### src/protmon_map.svh
// protmon_map.svh: constants for the protection and diagnostic monitor
// assumes inclusion by bare name from the design files
`ifndef PROTMON_MAP_SVH
`define PROTMON_MAP_SVH
`define SHORT_FILTER_CYCLES 8
`define MON_SETTLE_NS       1000
`define CLOCK_PERIOD_NS     50
`define MON_SETTLE_CYCLES   ((`MON_SETTLE_NS + `CLOCK_PERIOD_NS - 1) / `CLOCK_PERIOD_NS)
`define DIAG_BIT_SHORT      0
`define DIAG_BIT_OV         1
`define DIAG_BIT_LED_CURRENT_PRESENT     2
`define DIAG_BIT_TSD        3
`define DIAG_BIT_TW         4
`define DIAG_BIT_GATE_UV    5
`define DIAG_BIT_LOGIC_UV   6
`define DIAG_WIDTH          7
`define DIAG_RESET          7'h00
`endif

### src/protmon_pkg.sv
// protmon_pkg.sv: types shared by the protection monitor files
// assumes protmon_map.svh sits in the include path
`default_nettype none
package protmon_pkg;
   // analog comparator outcomes, sampled synchronously
   typedef struct packed {
      logic fbh_below_entry;
      logic fbh_above_exit;
      logic ov_above_th;
      logic ov_below_hys;
      logic ledc_above_inc;
      logic ledc_below_dec;
      logic tsd;
      logic tw;
      logic gate_uv;
      logic logic_uv;
   } sense_t;

   typedef struct packed {
      logic [1:0] input_current_result;
      logic [1:0] output_current_result;
   } mon_result_t;

   typedef enum logic [2:0] {
      MON_IDLE = 3'b001,
      MON_RUN  = 3'b010,
      MON_DONE = 3'b100
   } mon_state_t;
endpackage
`default_nettype wire

### src/protection_diagnostic_monitor.sv
// protection_diagnostic_monitor.sv: fault filtering, brake control, diagnosis word
// and current monitor for a dc/dc led controller
// assumes sense comparators and serial front end are synchronous to i_clock
`include "protmon_map.svh"
`default_nettype none
module protection_diagnostic_monitor
   import protmon_pkg::*;
#(
   parameter int SHORT_CYCLES  = `SHORT_FILTER_CYCLES,
   parameter int SETTLE_CYCLES = `MON_SETTLE_CYCLES
)
(
   // clock and reset
   input  wire logic                   i_clock,
   input  wire logic                   i_rst_b,
   // analog sense comparators
   input  wire sense_t                 i_sense,
   input  wire logic                   i_softstart_above_level,
   input  wire logic                   i_idle,
   input  wire logic [1:0]             i_input_window,
   input  wire logic [1:0]             i_output_window,
   // control bits from the serial register
   input  wire logic                   i_short_detect_disable,
   input  wire logic                   i_monitor_start,
   input  wire logic                   i_diag_read_done,
   // diagnosis and monitor to the serial register
   output logic [`DIAG_WIDTH-1:0]      o_standard_diagnosis_word,
   output mon_result_t                 o_mon_result,
   output logic                        o_monitor_done,
   // power stage control
   output logic                        o_brake,
   output logic                        o_gate_off,
   output logic                        o_softstart_restart,
   // open-drain led current present pin
   output logic                        o_led_current_present_o,
   output logic                        o_led_current_present_oe
);
   if (SHORT_CYCLES < 1 || SETTLE_CYCLES < 1) $error("protmon: bad counts");

   logic       short_hit;
   logic       short_active;
   logic       ov_active;
   logic       led_present;
   logic       start_q;
   logic       start_pulse;
   logic       in_done;
   logic       out_done;
   logic [1:0] in_res;
   logic [1:0] out_res;
   logic       next_short_flag;
   logic       next_ov_flag;
   logic       short_flag;
   logic       ov_flag;
   logic       tsd_latched;
   logic       fault_brake;
   mon_state_t mon_state;

   // short filter only runs once the soft start has left its blind window
   short_filter #(
      .COUNT    (SHORT_CYCLES)
   ) u_short (
      .i_clock  (i_clock),
      .i_rst_b  (i_rst_b),
      .i_enable (!i_short_detect_disable && i_softstart_above_level && !i_idle),
      .i_below  (i_sense.fbh_below_entry),
      .o_hit    (short_hit)
   );

   // short fault holds until feedback rises above the exit threshold
   always_ff @(posedge i_clock)
   begin
      if (!i_rst_b)
         short_active <= 1'b0;
      else if (i_short_detect_disable)
         short_active <= 1'b0;
      else if (short_hit)
         short_active <= 1'b1;
      else if (i_sense.fbh_above_exit)
         short_active <= 1'b0;
   end

   // overvoltage with hysteresis
   always_ff @(posedge i_clock)
   begin
      if (!i_rst_b)
         ov_active <= 1'b0;
      else if (i_idle)
         ov_active <= 1'b0;
      else if (i_sense.ov_above_th)
         ov_active <= 1'b1;
      else if (i_sense.ov_below_hys)
         ov_active <= 1'b0;
   end

   assign fault_brake = short_active || ov_active;

   // overtemperature wins: it shuts the drivers instead of braking
   always_ff @(posedge i_clock)
   begin
      if (!i_rst_b)
      begin
         o_gate_off <= 1'b1;
         o_brake    <= 1'b0;
      end
      else if (i_sense.tsd)
      begin
         o_gate_off <= 1'b1;
         o_brake    <= 1'b0;
      end
      else if (i_sense.gate_uv)
      begin
         o_gate_off <= 1'b1;
         o_brake    <= 1'b0;
      end
      else
      begin
         o_gate_off <= 1'b0;
         o_brake    <= fault_brake;
      end
   end

   // one-cycle restart request when a fault lifts
   always_ff @(posedge i_clock)
   begin
      if (!i_rst_b)
         tsd_latched <= 1'b0;
      else
         tsd_latched <= i_sense.tsd || fault_brake || i_sense.gate_uv;
   end

   always_ff @(posedge i_clock)
   begin
      if (!i_rst_b)
         o_softstart_restart <= 1'b0;
      else
         o_softstart_restart <= tsd_latched && !(i_sense.tsd || fault_brake || i_sense.gate_uv);
   end

   // sticky flags: a new event in the read cycle survives the clear
   always_comb
   begin
      next_short_flag = short_flag;
      next_ov_flag    = ov_flag;
      if (i_diag_read_done)
      begin
         next_short_flag = 1'b0;
         next_ov_flag    = 1'b0;
      end
      if (short_hit && !i_short_detect_disable)
         next_short_flag = 1'b1;
      if (i_sense.ov_above_th && !i_idle)
         next_ov_flag = 1'b1;
   end

   always_ff @(posedge i_clock)
   begin
      if (!i_rst_b)
      begin
         short_flag <= 1'b0;
         ov_flag    <= 1'b0;
      end
      else
      begin
         short_flag <= next_short_flag;
         ov_flag    <= next_ov_flag;
      end
   end

   // led current present comparator with hysteresis
   always_ff @(posedge i_clock)
   begin
      if (!i_rst_b)
         led_present <= 1'b0;
      else if (i_sense.ledc_above_inc)
         led_present <= 1'b1;
      else if (i_sense.ledc_below_dec)
         led_present <= 1'b0;
   end

   always_ff @(posedge i_clock)
   begin
      if (!i_rst_b)
      begin
         o_led_current_present_o  <= 1'b0;
         o_led_current_present_oe <= 1'b1;
      end
      else
      begin
         o_led_current_present_o  <= 1'b0;
         o_led_current_present_oe <= !led_present;
      end
   end

   // diagnosis word; idle masks everything but temperature and supplies
   always_ff @(posedge i_clock)
   begin
      if (!i_rst_b)
         o_standard_diagnosis_word <= `DIAG_RESET;
      else
      begin
         o_standard_diagnosis_word[`DIAG_BIT_SHORT]    <= next_short_flag && !i_idle;
         o_standard_diagnosis_word[`DIAG_BIT_OV]       <= next_ov_flag && !i_idle;
         o_standard_diagnosis_word[`DIAG_BIT_LED_CURRENT_PRESENT]   <= led_present && !i_idle;
         o_standard_diagnosis_word[`DIAG_BIT_TSD]      <= i_sense.tsd;
         o_standard_diagnosis_word[`DIAG_BIT_TW]       <= i_sense.tw;
         o_standard_diagnosis_word[`DIAG_BIT_GATE_UV]  <= i_sense.gate_uv;
         o_standard_diagnosis_word[`DIAG_BIT_LOGIC_UV] <= i_sense.logic_uv;
      end
   end

   // start bit edge launches both monitors together
   always_ff @(posedge i_clock)
   begin
      if (!i_rst_b)
         start_q <= 1'b0;
      else
         start_q <= i_monitor_start;
   end

   assign start_pulse = i_monitor_start && !start_q;

   window_monitor #(
      .SETTLE   (SETTLE_CYCLES)
   ) u_in_mon (
      .i_clock  (i_clock),
      .i_rst_b  (i_rst_b),
      .i_start  (start_pulse),
      .i_window (i_input_window),
      .o_result (in_res),
      .o_done   (in_done)
   );

   window_monitor #(
      .SETTLE   (SETTLE_CYCLES)
   ) u_out_mon (
      .i_clock  (i_clock),
      .i_rst_b  (i_rst_b),
      .i_start  (start_pulse),
      .i_window (i_output_window),
      .o_result (out_res),
      .o_done   (out_done)
   );

   always_ff @(posedge i_clock)
   begin
      if (!i_rst_b)
         mon_state <= MON_IDLE;
      else
      begin
         unique case (mon_state)
            MON_IDLE: if (start_pulse) mon_state <= MON_RUN;
            MON_RUN:  if (in_done && out_done) mon_state <= MON_DONE;
            MON_DONE: if (start_pulse) mon_state <= MON_RUN;
            default:  mon_state <= MON_IDLE;
         endcase
      end
   end

   always_ff @(posedge i_clock)
   begin
      if (!i_rst_b)
      begin
         o_monitor_done <= 1'b0;
         o_mon_result   <= '0;
      end
      else if (start_pulse)
         o_monitor_done <= 1'b0;
      else if (mon_state == MON_RUN && in_done && out_done)
      begin
         o_monitor_done                     <= 1'b1;
         o_mon_result.input_current_result  <= in_res;
         o_mon_result.output_current_result <= out_res;
      end
   end

   // checks
   short_brakes_a: assert property (@(posedge i_clock) disable iff (!i_rst_b)
      short_hit && !i_sense.tsd && !i_sense.gate_uv && !i_short_detect_disable
      ##1 !i_sense.tsd && !i_sense.gate_uv |=> o_brake)
      else $error("short did not brake");
   disable_no_brake_a: assert property (@(posedge i_clock) disable iff (!i_rst_b)
      i_short_detect_disable [*3] |-> !short_active)
      else $error("short active while disabled");
   softstart_blind_a: assert property (@(posedge i_clock) disable iff (!i_rst_b)
      !i_softstart_above_level |=> !short_hit)
      else $error("short hit during soft start");
   ov_flag_set_a: assert property (@(posedge i_clock) disable iff (!i_rst_b)
      i_sense.ov_above_th && !i_idle |=> ov_flag)
      else $error("ov flag not set");
   flag_holds_a: assert property (@(posedge i_clock) disable iff (!i_rst_b)
      short_flag && !i_diag_read_done |=> short_flag)
      else $error("short flag lost without read");
   ov_hold_a: assert property (@(posedge i_clock) disable iff (!i_rst_b)
      ov_flag && !i_diag_read_done |=> ov_flag)
      else $error("ov flag lost without read");
   tsd_priority_a: assert property (@(posedge i_clock) disable iff (!i_rst_b)
      i_sense.tsd |=> o_gate_off && !o_brake)
      else $error("overtemperature not dominant");
   gate_uv_off_a: assert property (@(posedge i_clock) disable iff (!i_rst_b)
      i_sense.gate_uv |=> o_gate_off)
      else $error("gate supply uv did not stop drivers");
   idle_mask_a: assert property (@(posedge i_clock) disable iff (!i_rst_b)
      i_idle |=> !o_standard_diagnosis_word[`DIAG_BIT_SHORT] && !o_standard_diagnosis_word[`DIAG_BIT_LED_CURRENT_PRESENT])
      else $error("idle reported masked bit");
   done_clear_a: assert property (@(posedge i_clock) disable iff (!i_rst_b)
      start_pulse |=> !o_monitor_done [*2])
      else $error("done not cleared by start");
   mirror_led_a: assert property (@(posedge i_clock) disable iff (!i_rst_b)
      !i_idle |=> o_standard_diagnosis_word[`DIAG_BIT_LED_CURRENT_PRESENT] == !o_led_current_present_oe)
      else $error("led bit does not mirror pin");
   ov_resume_a: assert property (@(posedge i_clock) disable iff (!i_rst_b)
      ov_active && i_sense.ov_below_hys && !i_sense.ov_above_th |=> !ov_active)
      else $error("ov did not release below hysteresis");
   short_count_a: assert property (@(posedge i_clock) disable iff (!i_rst_b)
      !i_sense.fbh_below_entry |=> !short_hit)
      else $error("short hit after sense returned high");

   short_cover_c: cover property (@(posedge i_clock) disable iff (!i_rst_b) $rose(o_brake));
   restart_cover_c: cover property (@(posedge i_clock) disable iff (!i_rst_b) o_softstart_restart);
   monitor_cover_c: cover property (@(posedge i_clock) disable iff (!i_rst_b) $rose(o_monitor_done));
   ov_cover_c: cover property (@(posedge i_clock) disable iff (!i_rst_b) $rose(ov_active));
   idle_cover_c: cover property (@(posedge i_clock) disable iff (!i_rst_b) i_idle && i_sense.tw);
endmodule
`default_nettype wire

### src/short_filter.sv
// short_filter.sv: counts consecutive cycles of a low feedback sense
// assumes the below-entry level is synchronous to i_clock
`default_nettype none
module short_filter
#(
   parameter int COUNT = 8
)
(
   // clock and reset
   input  wire logic i_clock,
   input  wire logic i_rst_b,
   // control
   input  wire logic i_enable,
   input  wire logic i_below,
   // result
   output logic      o_hit
);
   if (COUNT < 1 || COUNT > 255) $error("short_filter: COUNT out of range");
   logic [7:0] count;

   always_ff @(posedge i_clock)
   begin
      if (!i_rst_b || !i_enable || !i_below)
      begin
         count <= 8'h00;
         o_hit <= 1'b0;
      end
      else if (count < 8'(COUNT - 1))
      begin
         count <= count + 8'h01;
         o_hit <= 1'b0;
      end
      else
      begin
         o_hit <= 1'b1;
      end
   end

   hit_needs_run_a: assert property (@(posedge i_clock) disable iff (!i_rst_b)
      $rose(o_hit) |-> $past(i_below, 1) && $past(i_enable, 1))
      else $error("short hit without low sense");
endmodule
`default_nettype wire

### src/window_monitor.sv
// window_monitor.sv: one-shot 2-bit window classification of a sense level
// assumes the window code is presented by the analog comparators
`default_nettype none
module window_monitor
#(
   parameter int SETTLE = 20
)
(
   // clock and reset
   input  wire logic       i_clock,
   input  wire logic       i_rst_b,
   // request
   input  wire logic       i_start,
   input  wire logic [1:0] i_window,
   // result
   output logic [1:0]      o_result,
   output logic            o_done
);
   if (SETTLE < 1 || SETTLE > 65535) $error("window_monitor: SETTLE out of range");
   logic [15:0] wait_count;
   logic        busy;

   always_ff @(posedge i_clock)
   begin
      if (!i_rst_b)
      begin
         wait_count <= 16'h0000;
         busy       <= 1'b0;
         o_done     <= 1'b0;
         o_result   <= 2'h0;
      end
      else if (i_start)
      begin
         wait_count <= 16'(SETTLE - 1);
         busy       <= 1'b1;
         o_done     <= 1'b0;
      end
      else if (busy && wait_count == 16'h0000)
      begin
         busy     <= 1'b0;
         o_done   <= 1'b1;
         o_result <= i_window;
      end
      else if (busy)
      begin
         wait_count <= wait_count - 16'h0001;
      end
   end
endmodule
`default_nettype wire
### config.mk
export PLATFORM = sky130hd
export DESIGN_NAME = protection_diagnostic_monitor
export DESIGN_NICKNAME = d
export VERILOG_FILES = /design/src/protmon_pkg.sv /design/src/protection_diagnostic_monitor.sv /design/src/short_filter.sv /design/src/window_monitor.sv
export VERILOG_INCLUDE_DIRS = /design/src
export SDC_FILE = /design/constraint.sdc
export NUM_CORES = 1
export LEC_CHECK = 0
export BUFFER_PORTS_ARGS = -buffer_cell sky130_fd_sc_hd__clkbuf_2
export CORE_MARGIN = 3
export CORE_UTILIZATION = 45
export DETAILED_ROUTE_END_ITERATION = 10
export SLEW_MARGIN = 20
export SYNTH_ARGS = -nofsm -noshare
export SYNTH_HDL_FRONTEND = slang
export SYNTH_HIERARCHICAL = 1
export SYNTH_SLANG_ARGS = --single-unit
### constraint.sdc
create_clock -name i_clock -period 4.3 [get_ports i_clock]
set_clock_uncertainty 0.2 [all_clocks]
set_input_delay 0 -clock i_clock [delete_from_list [all_inputs] [get_ports i_clock]]
set_output_delay 0 -clock i_clock [all_outputs]
set_load 0.01 [all_outputs]
Yosys cells after proc, flatten, opt, wreduce, memory -nomap -nowiden. Index checks and enable logic that the tools add are counted.

Flip-flop bits (word level): 75. Word-level logic and storage cells: 118.

Mux-type cells: 25. $lt $le $gt $ge: 1. Equal/unequal tests: 7. Bitwise gates (word level): 4. Add/subtract/negate cells: 3. Reduce and logical (&&, ||, !) cells: 50.

Operators with widths (number): 16-bit logical NOT (2); 16-bit by 1-bit subtractor with 16-bit output (second input constant) (2); 5-bit 2-to-1 mux (6); 1-bit 2-to-1 mux (16); 2-bit AND reduction (8); 1-bit logical AND (14); 2-bit nonzero test (7); 2-bit OR reduction (5); 8-bit by 1-bit adder with 8-bit output (second input constant) (1); 1-bit logical NOT (8); 8-bit by 3-bit less-than comparator with 1-bit output (second input constant) (1); 3-bit 2-to-1 mux (2); 2-bit inequality test (second input constant) (3); 3-bit case mux with 2 select lines (1); 1-bit logical OR (5); 1-bit NOT (4); 3-bit by 1-bit equality test with 1-bit output (second input constant) (1); 3-bit by 2-bit equality test with 1-bit output (second input constant) (1); 3-bit equality test (second input constant) (1); 3-bit OR reduction (1); 2-bit by 1-bit inequality test with 1-bit output (second input constant) (1).

Longest topological paths before layout.
Depth after elaboration: 6. Gate-level depth with buffers: 7. Depth with buffers taken out: 6.

Hierarchy. The synthesis kept the hierarchy.

By module, submodules not included: window_monitor at u_out_mon (cells an instance 128, instances 1, area an instance 1121.1 µm², seq. area each 400.4 µm²); window_monitor at u_in_mon (cells an instance 116, instances 1, area an instance 999.7 µm², seq. area each 400.4 µm²); protection_diagnostic_monitor (cells an instance 94, instances 1, area an instance 933.4 µm², seq. area each 520.5 µm²); short_filter (cells an instance 32, instances 1, area an instance 322.8 µm², seq. area each 180.2 µm²).

Worst setup path after synthesis. Ideal clock, no wire load.

Path type: reg2reg. From: reg u_in_mon.wait_count[7]. To: reg u_in_mon.wait_count[3]. Path buffers: 1. Setup slack: 2.018 ns. Library setup time: 0.121 ns. Clock period less this slack: 2.282 ns. Arrival: 1.961 ns. Stages on the path, launching flop included: 6. Cells stage by stage: dfxtp_1 -> or4_1 -> clkbuf_1 -> o41a_1 -> and3b_1 -> mux2_4.

Cells in the longest elaborated chain, start to end: 4.

RTL lines: start, declared (RTL line window_monitor.sv:20) `logic [15:0] wait_count;`; start signal, assigned (RTL line window_monitor.sv:34) `wait_count <= 16'(SETTLE - 1);`; start signal, assigned (RTL line window_monitor.sv:46) `wait_count <= wait_count - 16'h0001;`; 16-bit logical NOT (RTL line window_monitor.sv:38) `else if (busy && wait_count == 16'h0000)`; 1-bit logical AND (RTL line window_monitor.sv:38); 1-bit NOT (no source line); 2-bit AND reduction (no source line).

No other way between the ends. A chain may end at the register's enable or synchronous reset.

Final worst setup path.
From: reg u_out_mon.wait_count[0]. To: reg u_out_mon.wait_count[1].

Cells in the longest elaborated chain, start to end: 4. Elaborated cells on any way between the ends: 8. Classes of those cells: 1 x add/sub; 1 x eq/ne; 3 x mux; 3 x reduce/logical.

RTL lines (RTL line): start, declared (window_monitor.sv:20); start signal, assigned (window_monitor.sv:34); start signal, assigned (window_monitor.sv:46); 16-bit by 1-bit subtractor with 16-bit output / 16-bit logical NOT (equally long branches) (window_monitor.sv:46, window_monitor.sv:38); 5-bit 2-to-1 mux / 1-bit logical AND (equally long branches) (window_monitor.sv:44, window_monitor.sv:38); 5-bit 2-to-1 mux / 2-bit inequality test (equally long branches); 5-bit 2-to-1 mux / 2-bit AND reduction (equally long branches).

Several ways; a longest one is shown, not always the timed one. The select of a mux whose other input is x is not followed.

==> impl_metrics.yaml <==
status:
  status: "completed"
layout:
  final_common_cell: "dfxtp_1"
  area_growth_pct: 17.93
  fin_util_pct: 56.74
  nFillCells: 672
  stdcell_count: 524
  fin_nets: 448
  drive_above_1_share_pct: 17.29
  antenna_cells: 0
  final_cell_mix: "dfxtp_1 (75), clkbuf_2 (36), nor2_1 (31)"
grt:
  grtUsageMet2_pct: 27.98
  grt_use_total_pct: 17.18
  grt-ovfl-total: 0
  grt_pass1_wl_um: 12100
  met1_usage_pct: 22.17
  grt_pass1_vias: 2687
  grt_busiest_layer: "met2"
  antenna_found_initial: 0
  grt_max_degree: 45
  use_met3_pct: 4.468
sta:
  period_needed_ps: 2464
  hold_viol: 0
  worst_pin_slew_ps: 787.8
  whs_ps: 73.81
  tns_ps: 0
  slew_headroom_pct: 47.48
  finalCritPeriodShare_pct: 57.30
  rsz0062_at_grt: "no"
  setup_violations: 0
  drv_slew: 0
  fmax_mhz: 405.9
drt:
  postRouteAntennaNets: 0
  wl_per_cell_um: 13.52
  vias: 2833
  drc: 0
  vias_per_cell: 5.406
  dr.first_iter.drc_count: 130
  wl_um: 7086
  drt_pass1_iterations: 4
synthesis:
  avgSynthCellArea_um2: 9.127
  synth-main-ff-cell: "dfxtp_1"
  postSynth.asyncResetShare_pct: 0
  syn_inst: 370
  yosys.area.top_type: "dfxtp_1"
  synth_warnings: 6
  ys_seq_area_share_pct: 44.46
  ys_ff_latch: 75
  synth-edff-count: 0
  ys_types: 67
  synth_top_area_share_pct: 44.46
  syn_area_mm2: 0.003377
  synthTopCellsByArea: "dfxtp_1 (44%), a21oi_1 (4.4%), nor2_1 (3.4%), nand2_1 (3.2%), mux2i_1 (2.4%)"
  synthesis.nets: 395
clock_network:
  htree_levels: 3
  cts_tree: "done"
  numCtsBuffers: 9
  cts_resized: 0
  clock_path_buffers: 2
  clock_latency_ps: 350
  root_buffer: "clkbuf_8"
  path_clk_slew_ps: 80
  clock-sinks: 75
pwr:
  peakVddDrop_v: 0.0002083
  cellPowerDensity_mw_per_mm2: 371.6
  p_leak_uw: 0.001651
  power_uw: 1480
placed_design:
  gp_congestion: 0.7582
  port_buffers: 36
  place_inst: 487
  dp_hpwl_um: 4777
run:
  maxCapViolations: 0
floorplan:
  die_x_um: 92.63
  core_mm2: 0.007019
  dieArea_mm2: 0.008580
  start_util_pct: 48.11
  io_pins: 38
  num_rows: 30
  die_h_um: 92.63
setup_path:
  crit_required_ps: 4330
  cp-start-kind: "flop"
  worstPathArrival_ps: 2500
  crit_path_end_kind: "flop"
  path_class: "flop to flop"
  cp_max_fo: 14
min_path:
  hp-class: "primary input to flop"
## cells by family after synthesis
group | count (synthesis) | synth area share (%)
compound gates | 80 | 15.23
mux | 9 | 2.816
buf+inv | 29 | 3.964
xor+xnor | 4 | 1.038
simple gates | 168 | 30.90
fa+ha+maj | 4 | 1.482
other cells | 1 | 0.1110
flops | 75 | 44.46
## layout make-up
class | instances | area (um^2) | area share, %
repair buffers | 57 | 390.4 | 9.802
clock buffers | 10 | 137.6 | 3.456
inverters | 14 | 52.55 | 1.320
flip-flops and latches | 75 | 1501 | 37.70
multi-input cells | 266 | 1742 | 43.73
well taps | 96 | 120.1 | 3.016
clock inverters | 6 | 38.79 | 0.9739
## metal layers
metal  vias up  wire length, um
met4         0               78
met3         9              270
li1       1475                -
met2        48             3242
met1      1301             3494
met5         -                0
## final timing paths
path / start / to / slack [ps] / cells past startpoint
worst min register to register: led_present / o_led_current_present_oe / 190 / 1
worst max-delay path: u_out_mon/wait_count[0] / u_out_mon/wait_count[1] / 1840 / 6
worst max register to register: u_out_mon/wait_count[0] / u_out_mon/wait_count[1] / 1840 / 6
worst min-delay path: i_softstart_above_level / u_short/count[5] / 70 / 4
## critical path, cell delays in order (launching register included)
cell and delay (ps):
dfxtp_1 330, inv_1 110, ha_1 170, nor4b_1 300, nand4_1 550, and2_1 410, o311a_1 290
## repair_timing
action,in CTS,in global routing
endpoints found under the setup margin,0,0
endpoints found under the hold margin,34,0
setup buffers,0,0
hold buffers,21,0
## flip-flops by register name, indices dropped and copies added (netlist names), 2 cells and up
register / cells
o_standard_diagnosis_word: 7
u_out_mon/wait_count: 16
u_short/count: 8
mon_state: 3
u_out_mon/o_result: 2
u_in_mon/wait_count: 16
o_mon_result: 4
u_in_mon/o_result: 2
## stage by stage
step | cell area (um^2) | setup WS [ps]
after global routing | 3983 | 1724
after detailed placement | 3596 | 1876
final | 3983 | 1836
after floorplan | 3377 | 2018
after global placement | 3596 | 1976
after CTS | 3983 | 1858
## cells in the mapped netlist, types with 3 or more instances
master	count
nor4_1	9
nand3b_1	3
a41o_1	3
a21oi_1	30
nand2_1	29
o21a_1	4
and2_1	11
and3_1	8
inv_1	14
nand4_1	3
clkbuf_1	7
o41ai_1	3
or4b_2	3
nor2_1	31
nand2b_1	4
nor3_1	5
nor4b_1	4
or4_1	8
mux2i_1	8
o21ai_0	12
o31ai_1	7
xnor2_1	3
or3_1	11
a31oi_1	6
buf_2	5
nand3_1	8
dfxtp_1	75
ha_1	4
nor3b_1	3
## report_power, final
group          leakage, uW  total (uW)  switching, uW  internal (uW)
registers         0.000611         752           30.2            722
clock network    0.0000885         487            263            224
logic             0.000952         241            139            102
(Power assumes the default switching activity.)
